### src/logic/pbbms_defines.svh
// constants for the port b bus matching and byte swap path
`ifndef PBBMS_DEFINES_SVH
`define PBBMS_DEFINES_SVH

// data widths
`define PBBMS_LW_BITS     36
`define PBBMS_HALF_BITS   18
`define PBBMS_BYTE_BITS   9
`define PBBMS_REG_BITS    32
`define PBBMS_ADDR_BITS   8

// register offsets (byte addresses)
`define PBBMS_OFF_MAIL_AB 8'h00
`define PBBMS_OFF_MAIL_BA 8'h04
`define PBBMS_OFF_STATUS  8'h08
`define PBBMS_OFF_CLEAR   8'h0C
`define PBBMS_OFF_ENABLE  8'h10
`define PBBMS_OFF_STATE   8'h14

// event bit positions in status, clear and enable
`define PBBMS_EV_LOADED   0
`define PBBMS_EV_DRAINED  1
`define PBBMS_EV_ASSEMBLD 2
`define PBBMS_EV_REFUSED  3
`define PBBMS_EV_MAIL_BA  4
`define PBBMS_NUM_EV      5

// partial transfer indices: the two that close a long word, then the first index and the step
`define PBBMS_LAST_WORD   2'h1
`define PBBMS_LAST_BYTE   2'h3
`define PBBMS_IDX_FIRST   2'h0
`define PBBMS_IDX_STEP    2'h1

// reset values
`define PBBMS_RST_LW      36'h0_0000_0000
`define PBBMS_RST_REG     32'h0000_0000
`define PBBMS_RST_EV      5'h00

`endif

### src/logic/pbbms_pkg.sv
// types shared by the port b bus matching and byte swap path
package pbbms_pkg;

  // bus size code as {bus_size_select_1, bus_size_select_0}
  typedef enum logic [1:0] {
    PBBMS_SIZE_LONG = 2'h0,
    PBBMS_SIZE_WORD = 2'h1,
    PBBMS_SIZE_BYTE = 2'h2,
    PBBMS_SIZE_MAIL = 2'h3
  } pbbms_size_t;

  // swap code as {swap_select_high, swap_select_low}
  typedef enum logic [1:0] {
    PBBMS_SWAP_NONE = 2'h0,
    PBBMS_SWAP_FULL = 2'h1,
    PBBMS_SWAP_HALF = 2'h2,
    PBBMS_SWAP_BYTE = 2'h3
  } pbbms_swap_t;

  // port b control pins
  typedef struct packed {
    logic swap_select_high;
    logic swap_select_low;
    logic bus_size_select_1;
    logic bus_size_select_0;
    logic big_endian;
  } pbbms_ctrl_t;

  // register port request
  typedef struct packed {
    logic [7:0]  addr;
    logic [31:0] wdata;
    logic        write;
    logic        read;
  } pbbms_reg_req_t;

endpackage

### src/logic/pbbms_top.sv
// port b bus matching and byte swapping path of a two-way queue device
// Function
// long-word read presents bytes in selected swap order
// big-endian word reads: upper half first, upper lanes
// little-endian word reads: lower half first, lower lanes
// byte reads: top lane forward, bottom lane reversed
// byte writes reassembled by inverse swap
// word reads leave unused half holding old data
// byte reads leave unused lanes holding old data
// both size selects high reads the mailbox
// empty flag rises next cycle after loading
// partial sizes drop flag on last part only
// controller drives both size selects low for long
// long-word writes undo the selected swap
// word writes reassembled by inverse swap
// controller holds selects steady within a long word
//
// The implementer's own choices: strobed register access and the register offsets.
`include "pbbms_defines.svh"

module pbbms_top (
  input  wire logic                     clk,
  input  wire logic                     rst,
  input  wire pbbms_pkg::pbbms_reg_req_t reg_req,
  output logic      [31:0]              reg_rdata,
  output logic                          irq,
  input  wire logic [35:0]              a_to_b_data,
  input  wire logic                     a_to_b_valid,
  output logic                          a_to_b_ready,
  input  wire pbbms_pkg::pbbms_ctrl_t   port_b_ctrl,
  input  wire logic                     port_b_read,
  input  wire logic                     port_b_write,
  input  wire logic [35:0]              port_b_wdata,
  output logic      [35:0]              port_b_rdata,
  output logic                          port_b_empty_flag,
  output logic      [35:0]              b_to_a_data,
  output logic                          b_to_a_valid,
  input  wire logic                     b_to_a_ready
);
  import pbbms_pkg::*;

  pbbms_size_t         size;
  pbbms_swap_t         swap_code;
  logic                be;
  logic [35:0]         hold_word;
  logic                holding;
  logic                next_holding;
  logic [1:0]          rd_idx;
  logic [1:0]          wr_idx;
  logic [35:0]         swapped_rd;
  logic [35:0]         asm_word;
  logic [35:0]         next_asm;
  logic [35:0]         unswapped_wr;
  logic [35:0]         mail_ab;
  logic [35:0]         mail_ba;
  logic                rd_last;
  logic                wr_last;
  logic                q_read;
  logic                q_write;
  logic                mail_read;
  logic                mail_write;
  logic                load;
  logic                refused;
  logic [1:0]          rd_half;
  logic [1:0]          rd_lane;
  logic [1:0]          wr_half;
  logic [1:0]          wr_lane;
  logic [4:0]          events;
  logic [4:0]          ev_status;
  logic [4:0]          ev_enable;
  logic                clear_wr;
  logic                enable_wr;

  // decode port b control pins
  // read live on every access, so a change inside a long word
  // would mix lane maps; the controller keeps them steady
  assign size      = pbbms_size_t'({port_b_ctrl.bus_size_select_1,
                                    port_b_ctrl.bus_size_select_0});
  assign swap_code = pbbms_swap_t'({port_b_ctrl.swap_select_high,
                                    port_b_ctrl.swap_select_low});
  assign be        = port_b_ctrl.big_endian;

  // classify port b accesses
  // mailbox accesses bypass the queue path and its counters
  // a refused access only raises a status bit
  assign mail_read  = port_b_read && (size == PBBMS_SIZE_MAIL);
  assign mail_write = port_b_write && (size == PBBMS_SIZE_MAIL);
  assign q_read     = port_b_read && (size != PBBMS_SIZE_MAIL) && holding;
  assign q_write    = port_b_write && (size != PBBMS_SIZE_MAIL) && b_to_a_ready;
  assign refused    = (port_b_read && (size != PBBMS_SIZE_MAIL) && !holding)
                    || (port_b_write && (size != PBBMS_SIZE_MAIL) && !b_to_a_ready);

  // long word closes on the part that matches the bus size
  // mailbox size never closes a long word
  always_comb begin
    case (size)
      PBBMS_SIZE_LONG: rd_last = 1'b1;
      PBBMS_SIZE_WORD: rd_last = (rd_idx == `PBBMS_LAST_WORD);
      PBBMS_SIZE_BYTE: rd_last = (rd_idx == `PBBMS_LAST_BYTE);
      default:         rd_last = 1'b0;
    endcase
  end

  // same closing rule on the write side
  always_comb begin
    case (size)
      PBBMS_SIZE_LONG: wr_last = 1'b1;
      PBBMS_SIZE_WORD: wr_last = (wr_idx == `PBBMS_LAST_WORD);
      PBBMS_SIZE_BYTE: wr_last = (wr_idx == `PBBMS_LAST_BYTE);
      default:         wr_last = 1'b0;
    endcase
  end

  // a to b direction

  // queue output register loads only while empty
  // ready is registered, so a load lands only while nothing is held
  assign load = a_to_b_valid && a_to_b_ready;

  // the closing part frees the register, a load fills it
  always_comb begin
    next_holding = holding;
    if (q_read && rd_last) begin
      next_holding = 1'b0;
    end
    if (load) begin
      next_holding = 1'b1;
    end
  end

  // held long word and its presence
  // the word changes only on a load, so every part of a long word
  // is taken from the same held word
  always_ff @(posedge clk or posedge rst) begin
    if (rst) begin
      hold_word <= `PBBMS_RST_LW;
      holding   <= 1'b0;
    end else begin
      holding <= next_holding;
      if (load) begin
        hold_word <= a_to_b_data;
      end
    end
  end

  // flag high one edge after the load into an empty path
  // one clock domain, so no skew allowance: the flag rises on the
  // edge right after the load
  // ready mirrors it and holds off a second word until the first drains
  always_ff @(posedge clk or posedge rst) begin
    if (rst) begin
      port_b_empty_flag <= 1'b0;
      a_to_b_ready      <= 1'b1;
    end else begin
      port_b_empty_flag <= next_holding;
      a_to_b_ready      <= !next_holding;
    end
  end

  // read part counter, restarts after the closing part
  // refused and mailbox reads leave the count alone
  always_ff @(posedge clk or posedge rst) begin
    if (rst) begin
      rd_idx <= `PBBMS_IDX_FIRST;
    end else if (q_read) begin
      rd_idx <= rd_last ? `PBBMS_IDX_FIRST : rd_idx + `PBBMS_IDX_STEP;
    end
  end

  // swap the held word for port b
  // every swap code is its own inverse, so one module serves both ways
  pbbms_swap u_rd_swap (
    .din  (hold_word),
    .code (swap_code),
    .dout (swapped_rd)
  );

  // half and lane picked by part number and endian
  // big endian starts on the upper half, little endian on the lower
  assign rd_half = {1'b0, be ^ rd_idx[0]};
  assign rd_lane = be ? ~rd_idx : rd_idx;

  // port b output register; only the addressed lanes change
  // untouched lanes keep what the last queue or mailbox read left there
  // mailbox reads replace all lanes and leave the part counter
  always_ff @(posedge clk or posedge rst) begin
    if (rst) begin
      port_b_rdata <= `PBBMS_RST_LW;
    end else if (mail_read) begin
      port_b_rdata <= mail_ab;
    end else if (q_read) begin
      case (size)
        PBBMS_SIZE_LONG: port_b_rdata <= swapped_rd;
        PBBMS_SIZE_WORD: begin
          if (be) begin
            port_b_rdata[35:18] <= swapped_rd[rd_half*`PBBMS_HALF_BITS +: 18];
          end else begin
            port_b_rdata[17:0] <= swapped_rd[rd_half*`PBBMS_HALF_BITS +: 18];
          end
        end
        PBBMS_SIZE_BYTE: begin
          if (be) begin
            port_b_rdata[35:27] <= swapped_rd[rd_lane*`PBBMS_BYTE_BITS +: 9];
          end else begin
            port_b_rdata[8:0] <= swapped_rd[rd_lane*`PBBMS_BYTE_BITS +: 9];
          end
        end
        default: port_b_rdata <= port_b_rdata;
      endcase
    end
  end

  // b to a direction

  // write parts land where a read of the same part would come from
  // so a read and a write of one part use the same lanes
  assign wr_half = {1'b0, be ^ wr_idx[0]};
  assign wr_lane = be ? ~wr_idx : wr_idx;

  // assembly of the swapped long word from parts
  // lanes not yet written hold parts of the previous word
  always_comb begin
    next_asm = asm_word;
    case (size)
      PBBMS_SIZE_LONG: next_asm = port_b_wdata;
      PBBMS_SIZE_WORD: begin
        if (be) begin
          next_asm[wr_half*`PBBMS_HALF_BITS +: 18] = port_b_wdata[35:18];
        end else begin
          next_asm[wr_half*`PBBMS_HALF_BITS +: 18] = port_b_wdata[17:0];
        end
      end
      PBBMS_SIZE_BYTE: begin
        if (be) begin
          next_asm[wr_lane*`PBBMS_BYTE_BITS +: 9] = port_b_wdata[35:27];
        end else begin
          next_asm[wr_lane*`PBBMS_BYTE_BITS +: 9] = port_b_wdata[8:0];
        end
      end
      default: next_asm = asm_word;
    endcase
  end

  // undo the swap on the assembled word
  // taken from next_asm so the closing part is already included
  pbbms_swap u_wr_swap (
    .din  (next_asm),
    .code (swap_code),
    .dout (unswapped_wr)
  );

  // partial assembly register and write part counter
  // a dropped write leaves both the word and the count unchanged
  always_ff @(posedge clk or posedge rst) begin
    if (rst) begin
      asm_word <= `PBBMS_RST_LW;
      wr_idx   <= `PBBMS_IDX_FIRST;
    end else if (q_write) begin
      asm_word <= next_asm;
      wr_idx   <= wr_last ? `PBBMS_IDX_FIRST : wr_idx + `PBBMS_IDX_STEP;
    end
  end

  // deliver the rebuilt long word toward port a for one cycle
  // port a side must be ready on every part or that part is dropped
  always_ff @(posedge clk or posedge rst) begin
    if (rst) begin
      b_to_a_data  <= `PBBMS_RST_LW;
      b_to_a_valid <= 1'b0;
    end else begin
      b_to_a_valid <= q_write && wr_last;
      if (q_write && wr_last) begin
        b_to_a_data <= unswapped_wr;
      end
    end
  end

  // mailboxes and registers

  // a to b mailbox written by software, b to a by port b
  // upper four bits of the software mailbox read back as zero
  always_ff @(posedge clk or posedge rst) begin
    if (rst) begin
      mail_ab <= `PBBMS_RST_LW;
    end else if (reg_req.write && reg_req.addr == `PBBMS_OFF_MAIL_AB) begin
      mail_ab <= {4'h0, reg_req.wdata};
    end
  end

  // a mailbox-size port b write fills all four lanes
  always_ff @(posedge clk or posedge rst) begin
    if (rst) begin
      mail_ba <= `PBBMS_RST_LW;
    end else if (mail_write) begin
      mail_ba <= port_b_wdata;
    end
  end

  // events feeding the sticky status
  // each event is a one-cycle pulse; the status bit makes it sticky
  // a refused access counts once per offending strobe
  always_comb begin
    events = `PBBMS_RST_EV;
    events[`PBBMS_EV_LOADED]   = load;
    events[`PBBMS_EV_DRAINED]  = q_read && rd_last;
    events[`PBBMS_EV_ASSEMBLD] = q_write && wr_last;
    events[`PBBMS_EV_REFUSED]  = refused;
    events[`PBBMS_EV_MAIL_BA]  = mail_write;
  end

  // write-only clear and read-write enable share the status layout
  assign clear_wr  = reg_req.write && (reg_req.addr == `PBBMS_OFF_CLEAR);
  assign enable_wr = reg_req.write && (reg_req.addr == `PBBMS_OFF_ENABLE);

  // sticky status and level interrupt
  pbbms_irq u_irq (
    .clk       (clk),
    .rst       (rst),
    .events    (events),
    .clear_wr  (clear_wr),
    .enable_wr (enable_wr),
    .wdata     (reg_req.wdata[4:0]),
    .status    (ev_status),
    .enable    (ev_enable),
    .irq       (irq)
  );

  // read data one cycle after the read strobe; unmapped reads as zero
  // the write-only clear offset reads as zero too
  // zero outside the cycle after a read strobe
  always_ff @(posedge clk or posedge rst) begin
    if (rst) begin
      reg_rdata <= `PBBMS_RST_REG;
    end else if (reg_req.read) begin
      case (reg_req.addr)
        `PBBMS_OFF_MAIL_AB: reg_rdata <= mail_ab[31:0];
        `PBBMS_OFF_MAIL_BA: reg_rdata <= mail_ba[31:0];
        `PBBMS_OFF_STATUS:  reg_rdata <= {27'h000_0000, ev_status};
        `PBBMS_OFF_ENABLE:  reg_rdata <= {27'h000_0000, ev_enable};
        // holding flag, then read part, then write part
        `PBBMS_OFF_STATE:   reg_rdata <= {27'h000_0000, holding, rd_idx, wr_idx};
        default:            reg_rdata <= `PBBMS_RST_REG;
      endcase
    end else begin
      reg_rdata <= `PBBMS_RST_REG;
    end
  end

endmodule

### src/logic/pbbms_swap.sv
// byte order swap of a 36-bit long word; every code is its own inverse
module pbbms_swap (
  input  wire logic [35:0]         din,
  input  wire pbbms_pkg::pbbms_swap_t code,
  output logic      [35:0]         dout
);
  import pbbms_pkg::*;

  logic [8:0] b3, b2, b1, b0;

  // split into byte lanes, top lane first
  assign b3 = din[35:27];
  assign b2 = din[26:18];
  assign b1 = din[17:9];
  assign b0 = din[8:0];

  // lane reorder per code
  always_comb begin
    case (code)
      PBBMS_SWAP_NONE: dout = {b3, b2, b1, b0};
      PBBMS_SWAP_FULL: dout = {b0, b1, b2, b3};
      PBBMS_SWAP_HALF: dout = {b1, b0, b3, b2};
      PBBMS_SWAP_BYTE: dout = {b2, b3, b0, b1};
      default:         dout = {b3, b2, b1, b0};
    endcase
  end
endmodule

### src/logic/pbbms_irq.sv
// sticky event status with enable mask and level interrupt
`include "pbbms_defines.svh"

module pbbms_irq (
  input  wire logic       clk,
  input  wire logic       rst,
  input  wire logic [4:0] events,
  input  wire logic       clear_wr,
  input  wire logic       enable_wr,
  input  wire logic [4:0] wdata,
  output logic      [4:0] status,
  output logic      [4:0] enable,
  output logic            irq
);
  // sticky bits; a new event wins over a clear in the same cycle
  always_ff @(posedge clk or posedge rst) begin
    if (rst) begin
      status <= `PBBMS_RST_EV;
    end else if (clear_wr) begin
      status <= (status & ~wdata) | events;
    end else begin
      status <= status | events;
    end
  end

  // mask register
  always_ff @(posedge clk or posedge rst) begin
    if (rst) begin
      enable <= `PBBMS_RST_EV;
    end else if (enable_wr) begin
      enable <= wdata;
    end
  end

  // level output, high while an enabled bit is set
  always_ff @(posedge clk or posedge rst) begin
    if (rst) begin
      irq <= 1'b0;
    end else begin
      irq <= |(((status & ~(clear_wr ? wdata : `PBBMS_RST_EV)) | events)
               & (enable_wr ? wdata : enable));
    end
  end
endmodule

### config.mk
export PLATFORM = sky130hd
export DESIGN_NAME = pbbms_top
export DESIGN_NICKNAME = d
export VERILOG_FILES = /design/src/logic/pbbms_pkg.sv /design/src/logic/pbbms_top.sv /design/src/logic/pbbms_swap.sv /design/src/logic/pbbms_irq.sv
export VERILOG_INCLUDE_DIRS = /design/src /design/src/logic
export SDC_FILE = /design/constraint.sdc
export NUM_CORES = 1
export LEC_CHECK = 0
export BUFFER_PORTS_ARGS = -buffer_cell sky130_fd_sc_hd__buf_4
export CAP_MARGIN = 20
export CORE_ASPECT_RATIO = 1.75
export CORE_MARGIN = 4
export CORE_UTILIZATION = 45
export CTS_CLUSTER_DIAMETER = 50
export CTS_CLUSTER_SIZE = 24
export DETAILED_ROUTE_END_ITERATION = 8
export PLACE_DENSITY = 0.71
export SLEW_MARGIN = 30
export SYNTH_ARGS = -nofsm -noshare
export SYNTH_HDL_FRONTEND = slang
export SYNTH_HIERARCHICAL = 1
export SYNTH_SLANG_ARGS = --single-unit
### constraint.sdc
create_clock -name clk -period 25.6 [get_ports clk]
set_input_delay 6.4 -clock clk [delete_from_list [all_inputs] [get_ports clk]]
set_output_delay 6.4 -clock clk [all_outputs]
set_load 0.05 [all_outputs]
### Word level (Yosys, flattened, before mapping)

Cells that the tools add are included.

* bits in registers: 258
* logic and storage cells: 126
* input port bits: 125

* multiply operators: 4
* multiplexer cells: 31
* add/subtract/negate cells: 4
* shifts and indexed selects: 8
* equal/unequal tests: 20
* reduce and logical (&&, ||, !) cells: 29
* bitwise operators: 12

Operators with widths (count)
* 36-bit one-hot mux with 4 select lines: 2
* 32-bit one-hot mux with 5 select lines: 1
* 36-bit bitwise mux: 4
* 36-bit 2-to-1 mux: 4
* 36-bit one-hot mux with 3 select lines: 1
* 18-bit by 34-bit indexed part select with 36-bit output: 2
* 9-bit by 34-bit indexed part select with 36-bit output: 2
* 6-bit negation with 34-bit output: 2
* 9-bit one-hot mux with 3 select lines: 2
* 18-bit 2-to-1 mux: 2
* 18-bit one-hot mux with 2 select lines: 1
* 18-bit by 34-bit variable shift with 36-bit output (first input constant): 1
* 9-bit by 34-bit variable shift with 36-bit output (first input constant): 1
* 36-bit by 7-bit indexed part select with 18-bit output: 1
* 36-bit by 7-bit indexed part select with 9-bit output: 1
* 32-bit 2-to-1 mux: 1
* 9-bit 2-to-1 mux: 2
* 8-bit by 4-bit equality test with 1-bit output (second input constant): 2
* 8-bit by 5-bit equality test with 1-bit output (second input constant): 2
* 5-bit bitwise AND: 3
* 5-bit 2-to-1 mux: 3
* 5-bit bitwise OR: 3
* 1-bit logical AND: 14
* 2-bit equality test (second input constant): 6
* 23 further kinds: 45

### Logic depth before layout (Yosys ltp)

* depth in word-level cells: 9
* depth in mapped cells: 11
* depth with buffers taken out: 8

### Modules after synthesis

The synthesis kept the hierarchy.

By module, submodules not included
* pbbms_top: sequential area each 6182.2 um^2, times used 1, area each 13681.9 um^2, cells an instance 1323
* pbbms_swap: sequential area each 0.0 um^2, times used 2, area each 929.6 um^2, cells an instance 44
* pbbms_irq: sequential area each 275.3 um^2, times used 1, area each 416.6 um^2, cells an instance 30

### Least setup slack after synthesis

No wires, ideal clock.

* kind: input -> register
* start: input port reg_req[34] (netlist bit)
* end: register u_irq.irq
* arrival time: 8.729 ns
* stages: 7
* setup slack: 16.739 ns
* library setup time: 0.131 ns
* required time: 25.469 ns
* path through: or4_1 buf_2 nor4b_1 and3b_1 mux2_2 a222oi_1 nand2_1

* elaborated cells between the ends (all ways): 11
* those cells by class: 2 x eq/ne; 2 x mux; 4 x bitwise; 3 x reduce/logical

RTL lines
* from (decl): line pbbms_top.sv:24 `input wire pbbms_pkg::pbbms_reg_req_t reg_req,`
* 8-bit by 5-bit equality test with 1-bit output
* 1-bit logical AND: line pbbms_top.sv:313 `` assign enable_wr = reg_req.write && (reg_req.addr == `PBBMS_OFF_ENABLE); ``
* net enable_wr: line pbbms_top.sv:72 `logic enable_wr;`
* 5-bit 2-to-1 mux
* 5-bit bitwise AND: line pbbms_irq.sv:40 `` irq <= |(((status & ~(clear_wr ? wdata : `PBBMS_RST_EV)) | events) ``
* 5-bit OR reduction: line pbbms_irq.sv:40
* to (signal assigned): line pbbms_irq.sv:40
* to (decl): line pbbms_irq.sv:13 `output logic irq`

The timed path passes the listed nets, and every way through them passes these cells.
A chain may end at the register's enable or synchronous reset.

### Worst setup path in the final report

* start: input port port_b_ctrl[1] (netlist bit)
* end: register b_to_a_data[1]

* cells in the longest elaborated chain, start to end: 4
* elaborated cells between the ends (all ways): 10
* those cells by class: 3 x eq/ne; 3 x mux; 4 x reduce/logical

RTL lines
* from (decl): line pbbms_top.sv:30 `input wire pbbms_pkg::pbbms_ctrl_t port_b_ctrl,`
* branches (longest 4 deep; another with 36-bit one-hot mux with 3 select lines)
* to (signal assigned): line pbbms_top.sv:268 `` b_to_a_data <= `PBBMS_RST_LW; ``
* to (signal assigned): line pbbms_top.sv:273 `b_to_a_data <= unswapped_wr;`
* to (decl): line pbbms_top.sv:36 `output logic [35:0] b_to_a_data,`

Parallel ways; which one is timed is not known.

==> summary.txt <==
Floorplan
  • Placeable Area: 35,200 um^2
  • Starting Density: 0.454
  • Die H: 257 um
  • I/O Pins: 233
  • Die ar.: 38,700 um^2
  • Rows: 91
  • Die X: 150 um

Clock tree
  • CTS tree: built
  • Post-CTS Setup Repair Bufs: 0
  • Hold_buf cts: 0
  • Total number of clock tree sinks: 258
  • Post-CTS Resized: 0
  • Worst-path clk slew: 0.08 ns
  • Clk root buf: clkbuf_16
  • CTS buffer count: 23
  • Worst-skew pair later-pin latency: 0.55 ns
  • Max clock buf depth: 3
  • CTS HTree Levels: 1

Detailed routing
  • 1st-iter DRT viols: 1,552
  • Vias per cell: 6.55
  • DRC errors left: 9
  • Via Count: 13,563
  • Total Routed Length: 54,200 um
  • DRT Pass-1 Iters: 9
  • DR WL/cell: 26.2 um
  • Routed Antenna Nets: 0

Synth
  • Top FF cell, synth: dfrtp_1
  • Largest area contributor in the netlist: dfrtp_1
  • Post-synth EDFFs: 0
  • Ys async rst share: 1.00
  • Syn_nets: 1,570
  • FF+latch count, synth: 258
  • Synth top area share: 0.403
  • Dominant cells by area after synthesis: dfrtp_1, mux4_2, mux2_2
  • Synth Area per Inst: 11.1 um^2
  • Mapped Area: 16,000 um^2
  • Register area share after synthesis: 0.405
  • Yosys warns: 6
  • Unique masters post-synth: 77
  • Post-synthesis cell count: 1,441

Global route
  • First-pass GRT wire length: 81,600 um
  • Initial antenna violation count: 2
  • Vias in the first global route: 13,354
  • Global route overflow: 0
  • GRT Util Overall: 0.275
  • Pin count of the biggest net entering global routing: 106

Final layout
  • Synth-to-layout area growth: 17.0%
  • Final design area excluding fillers: 18,700 um^2
  • Layout cells sized above 1: 0.324
  • Fin nets: 1,718
  • Most frequent cells in the layout: dfrtp_1, buf_4, mux2_2
  • Fillers: 3,097
  • Commonest non-fill, non-tap cell in the layout: dfrtp_1

Pwr
  • P_leak: 7.96 nW
  • Cell Pwr Density: 94.9 nW/um^2
  • Switching Share: 0.423
  • Portion of total power attributed to sequential cells: 0.341
  • Peak supply drop: 92.8 uV
  • Clock share of power: 0.207
  • Net switching power: 0.749 mW
  • Int Power: 1.02 mW
  • Comb pwr share: 0.452

Timing
  • Period utilisation layout: 0.371
  • Slew Limit Fails: 0
  • Slew HR: 0.306
  • PnR worst setup slack: 16.10 ns
  • Fmax: 105 MHz
  • Setup Skew: 0.0163 ns
  • Unrepaired setup endpoints after global routing: no
  • Minimum clock period: 9.50 ns
  • Tightest Pin Transition: 1.04 ns
  • Final setup fails: 0
  • Final Hold Fails: 0
  • Setup TNS: 0 ns

Critical path
  • Maximum fanout along the worst path: 51
  • Setup crit end kind: flip-flop
  • Critical path type: in -> reg
  • Data arrival, critical path: 9.93 ns
  • CP required: 26.03 ns
  • Startpoint types: primary input

Place
  • Post-place setup slack: 15.64 ns
  • Buffers on Ports: 232
  • DP Wirelength: 40,200 um
  • Placed Area: 17,900 um^2
  • Gpl congestion: 0.988

Flow run
  • Max Cap Violations: 0

Hold path
  • HP Class: reg -> reg

Outcome
  • Violated checks: DRC
  • Status: finished, violations left
through the flow:
| step | hold WS [ns] | util | power [mW] | std cells |
|---|---|---|---|---|
| 6_report | 0.503 | 0.530 | 1.77 | 2072 |
| 5_1_grt | 0.522 | 0.530 | 1.85 | 2072 |
| 4_1_cts | 0.495 | 0.530 | 1.77 | 2070 |
| 3_5_place_dp | 0.477 | 0.508 | 1.40 | 2029 |
| 3_3_place_gp | 0.476 | 0.507 | 1.38 | 2028 |
| 2_1_floorplan | 0.450 | - | 1.16 | 1441 |
power groups by stage:
stage	logic (mW)	registers, mW	clock network, mW
after global routing	0.847	0.617	0.389
after floorplan	0.422	0.740	0
final	0.801	0.603	0.367
after detailed placement	0.791	0.611	0
after global placement	0.776	0.604	0
after CTS	0.793	0.603	0.376
final timing paths:
path | cells past startpoint | slack, ns | start | end
max reg2reg | 7 | 21.58 | wr_idx[0]$_DFFE_PP0P_ | b_to_a_data[0]$_DFFE_PP0P_
max | 9 | 16.10 | port_b_ctrl[1] | b_to_a_data[1]$_DFFE_PP0P_
min reg2reg | 2 | 0.50 | mail_ba[0]$_DFFE_PP0P_ | mail_ba[0]$_DFFE_PP0P_
min in group asynchronous | 2 | 5.88 | rst | u_irq/enable[0]$_DFF_PP0_
min | 2 | 0.50 | mail_ba[0]$_DFFE_PP0P_ | mail_ba[0]$_DFFE_PP0P_
max in group asynchronous | 4 | 17.75 | rst | rd_idx[0]$_DFFE_PP0P_
registers in the layout, summed over array words and instances (netlist names):
signal	count
asm_word	36
b_to_a_data	36
hold_word	36
port_b_rdata	36
mail_ab	32
mail_ba	32
reg_rdata	32
u_irq/enable	5
u_irq/status	5
rd_idx	2
wr_idx	2
a_to_b_ready	1
b_to_a_valid	1
port_b_empty_flag	1
u_irq/irq	1
cell usage after synthesis, types with 13 or more instances:
| master | number |
|---|---|
| a22oi_1 | 61 |
| a21oi_1 | 42 |
| buf_2 | 14 |
| nor2_1 | 85 |
| nand2b_1 | 16 |
| nand2_1 | 58 |
| mux2_1 | 30 |
| nor3_1 | 15 |
| dfrtp_1 | 257 |
| mux2i_1 | 46 |
| buf_1 | 23 |
| a31oi_1 | 21 |
| a221oi_1 | 22 |
| a22o_1 | 17 |
| a32oi_1 | 13 |
| inv_1 | 37 |
| a221o_1 | 13 |
| a311oi_1 | 20 |
| clkbuf_1 | 78 |
| nor2b_1 | 13 |
| o21ai_0 | 53 |
| o22ai_1 | 15 |
| and3_1 | 29 |
| or2_2 | 14 |
| mux4_2 | 62 |
| o221ai_1 | 21 |
| nand3_1 | 42 |
| mux2_2 | 123 |
cells by family (layout without fill, tap and decap cells):
logic type / Yosys count / in the layout / synth area share
flops: 258 / 258 / 0.405
compound gates: 395 / 395 / 0.184
buf+inv: 171 / 335 / 0.0502
simple gates: 334 / 334 / 0.113
fa+ha+maj: 4 / 4 / 0.00314
other cells: 0 / 2 / 0
mux: 272 / 272 / 0.242
xor+xnor: 7 / 7 / 0.00384
final cells by class:
class,instances,area (um^2),share of cell area
inverters,39,154,0.00825
flip-flops and latches,258,6460,0.346
well taps,465,582,0.0312
diodes,2,5.00,0.000268
multi-input cells,1012,8730,0.468
clock buffers,26,607,0.0325
clock inverters,15,183,0.00979
repair buffers,255,1940,0.104
worst max-delay path: stages:
cell,delay [ns]
buf_4,0.09
ha_1,0.15
buf_4,0.49
clkinv_1,0.97
nand3_1,0.87
buf_4,0.31
nor2_4,0.13
buf_16,0.20
mux2_2,0.28
per-layer routing:
metal / wire length, um / track usage / up-vias
met5: 0 / 0 / -
met4: 4430 / 0.190 / 0
met3: 3580 / 0.0301 / 179
met2: 27800 / 0.476 / 697
met1: 18300 / 0.311 / 6768
li1: - / - / 5919
(Power assumes the default switching activity.)
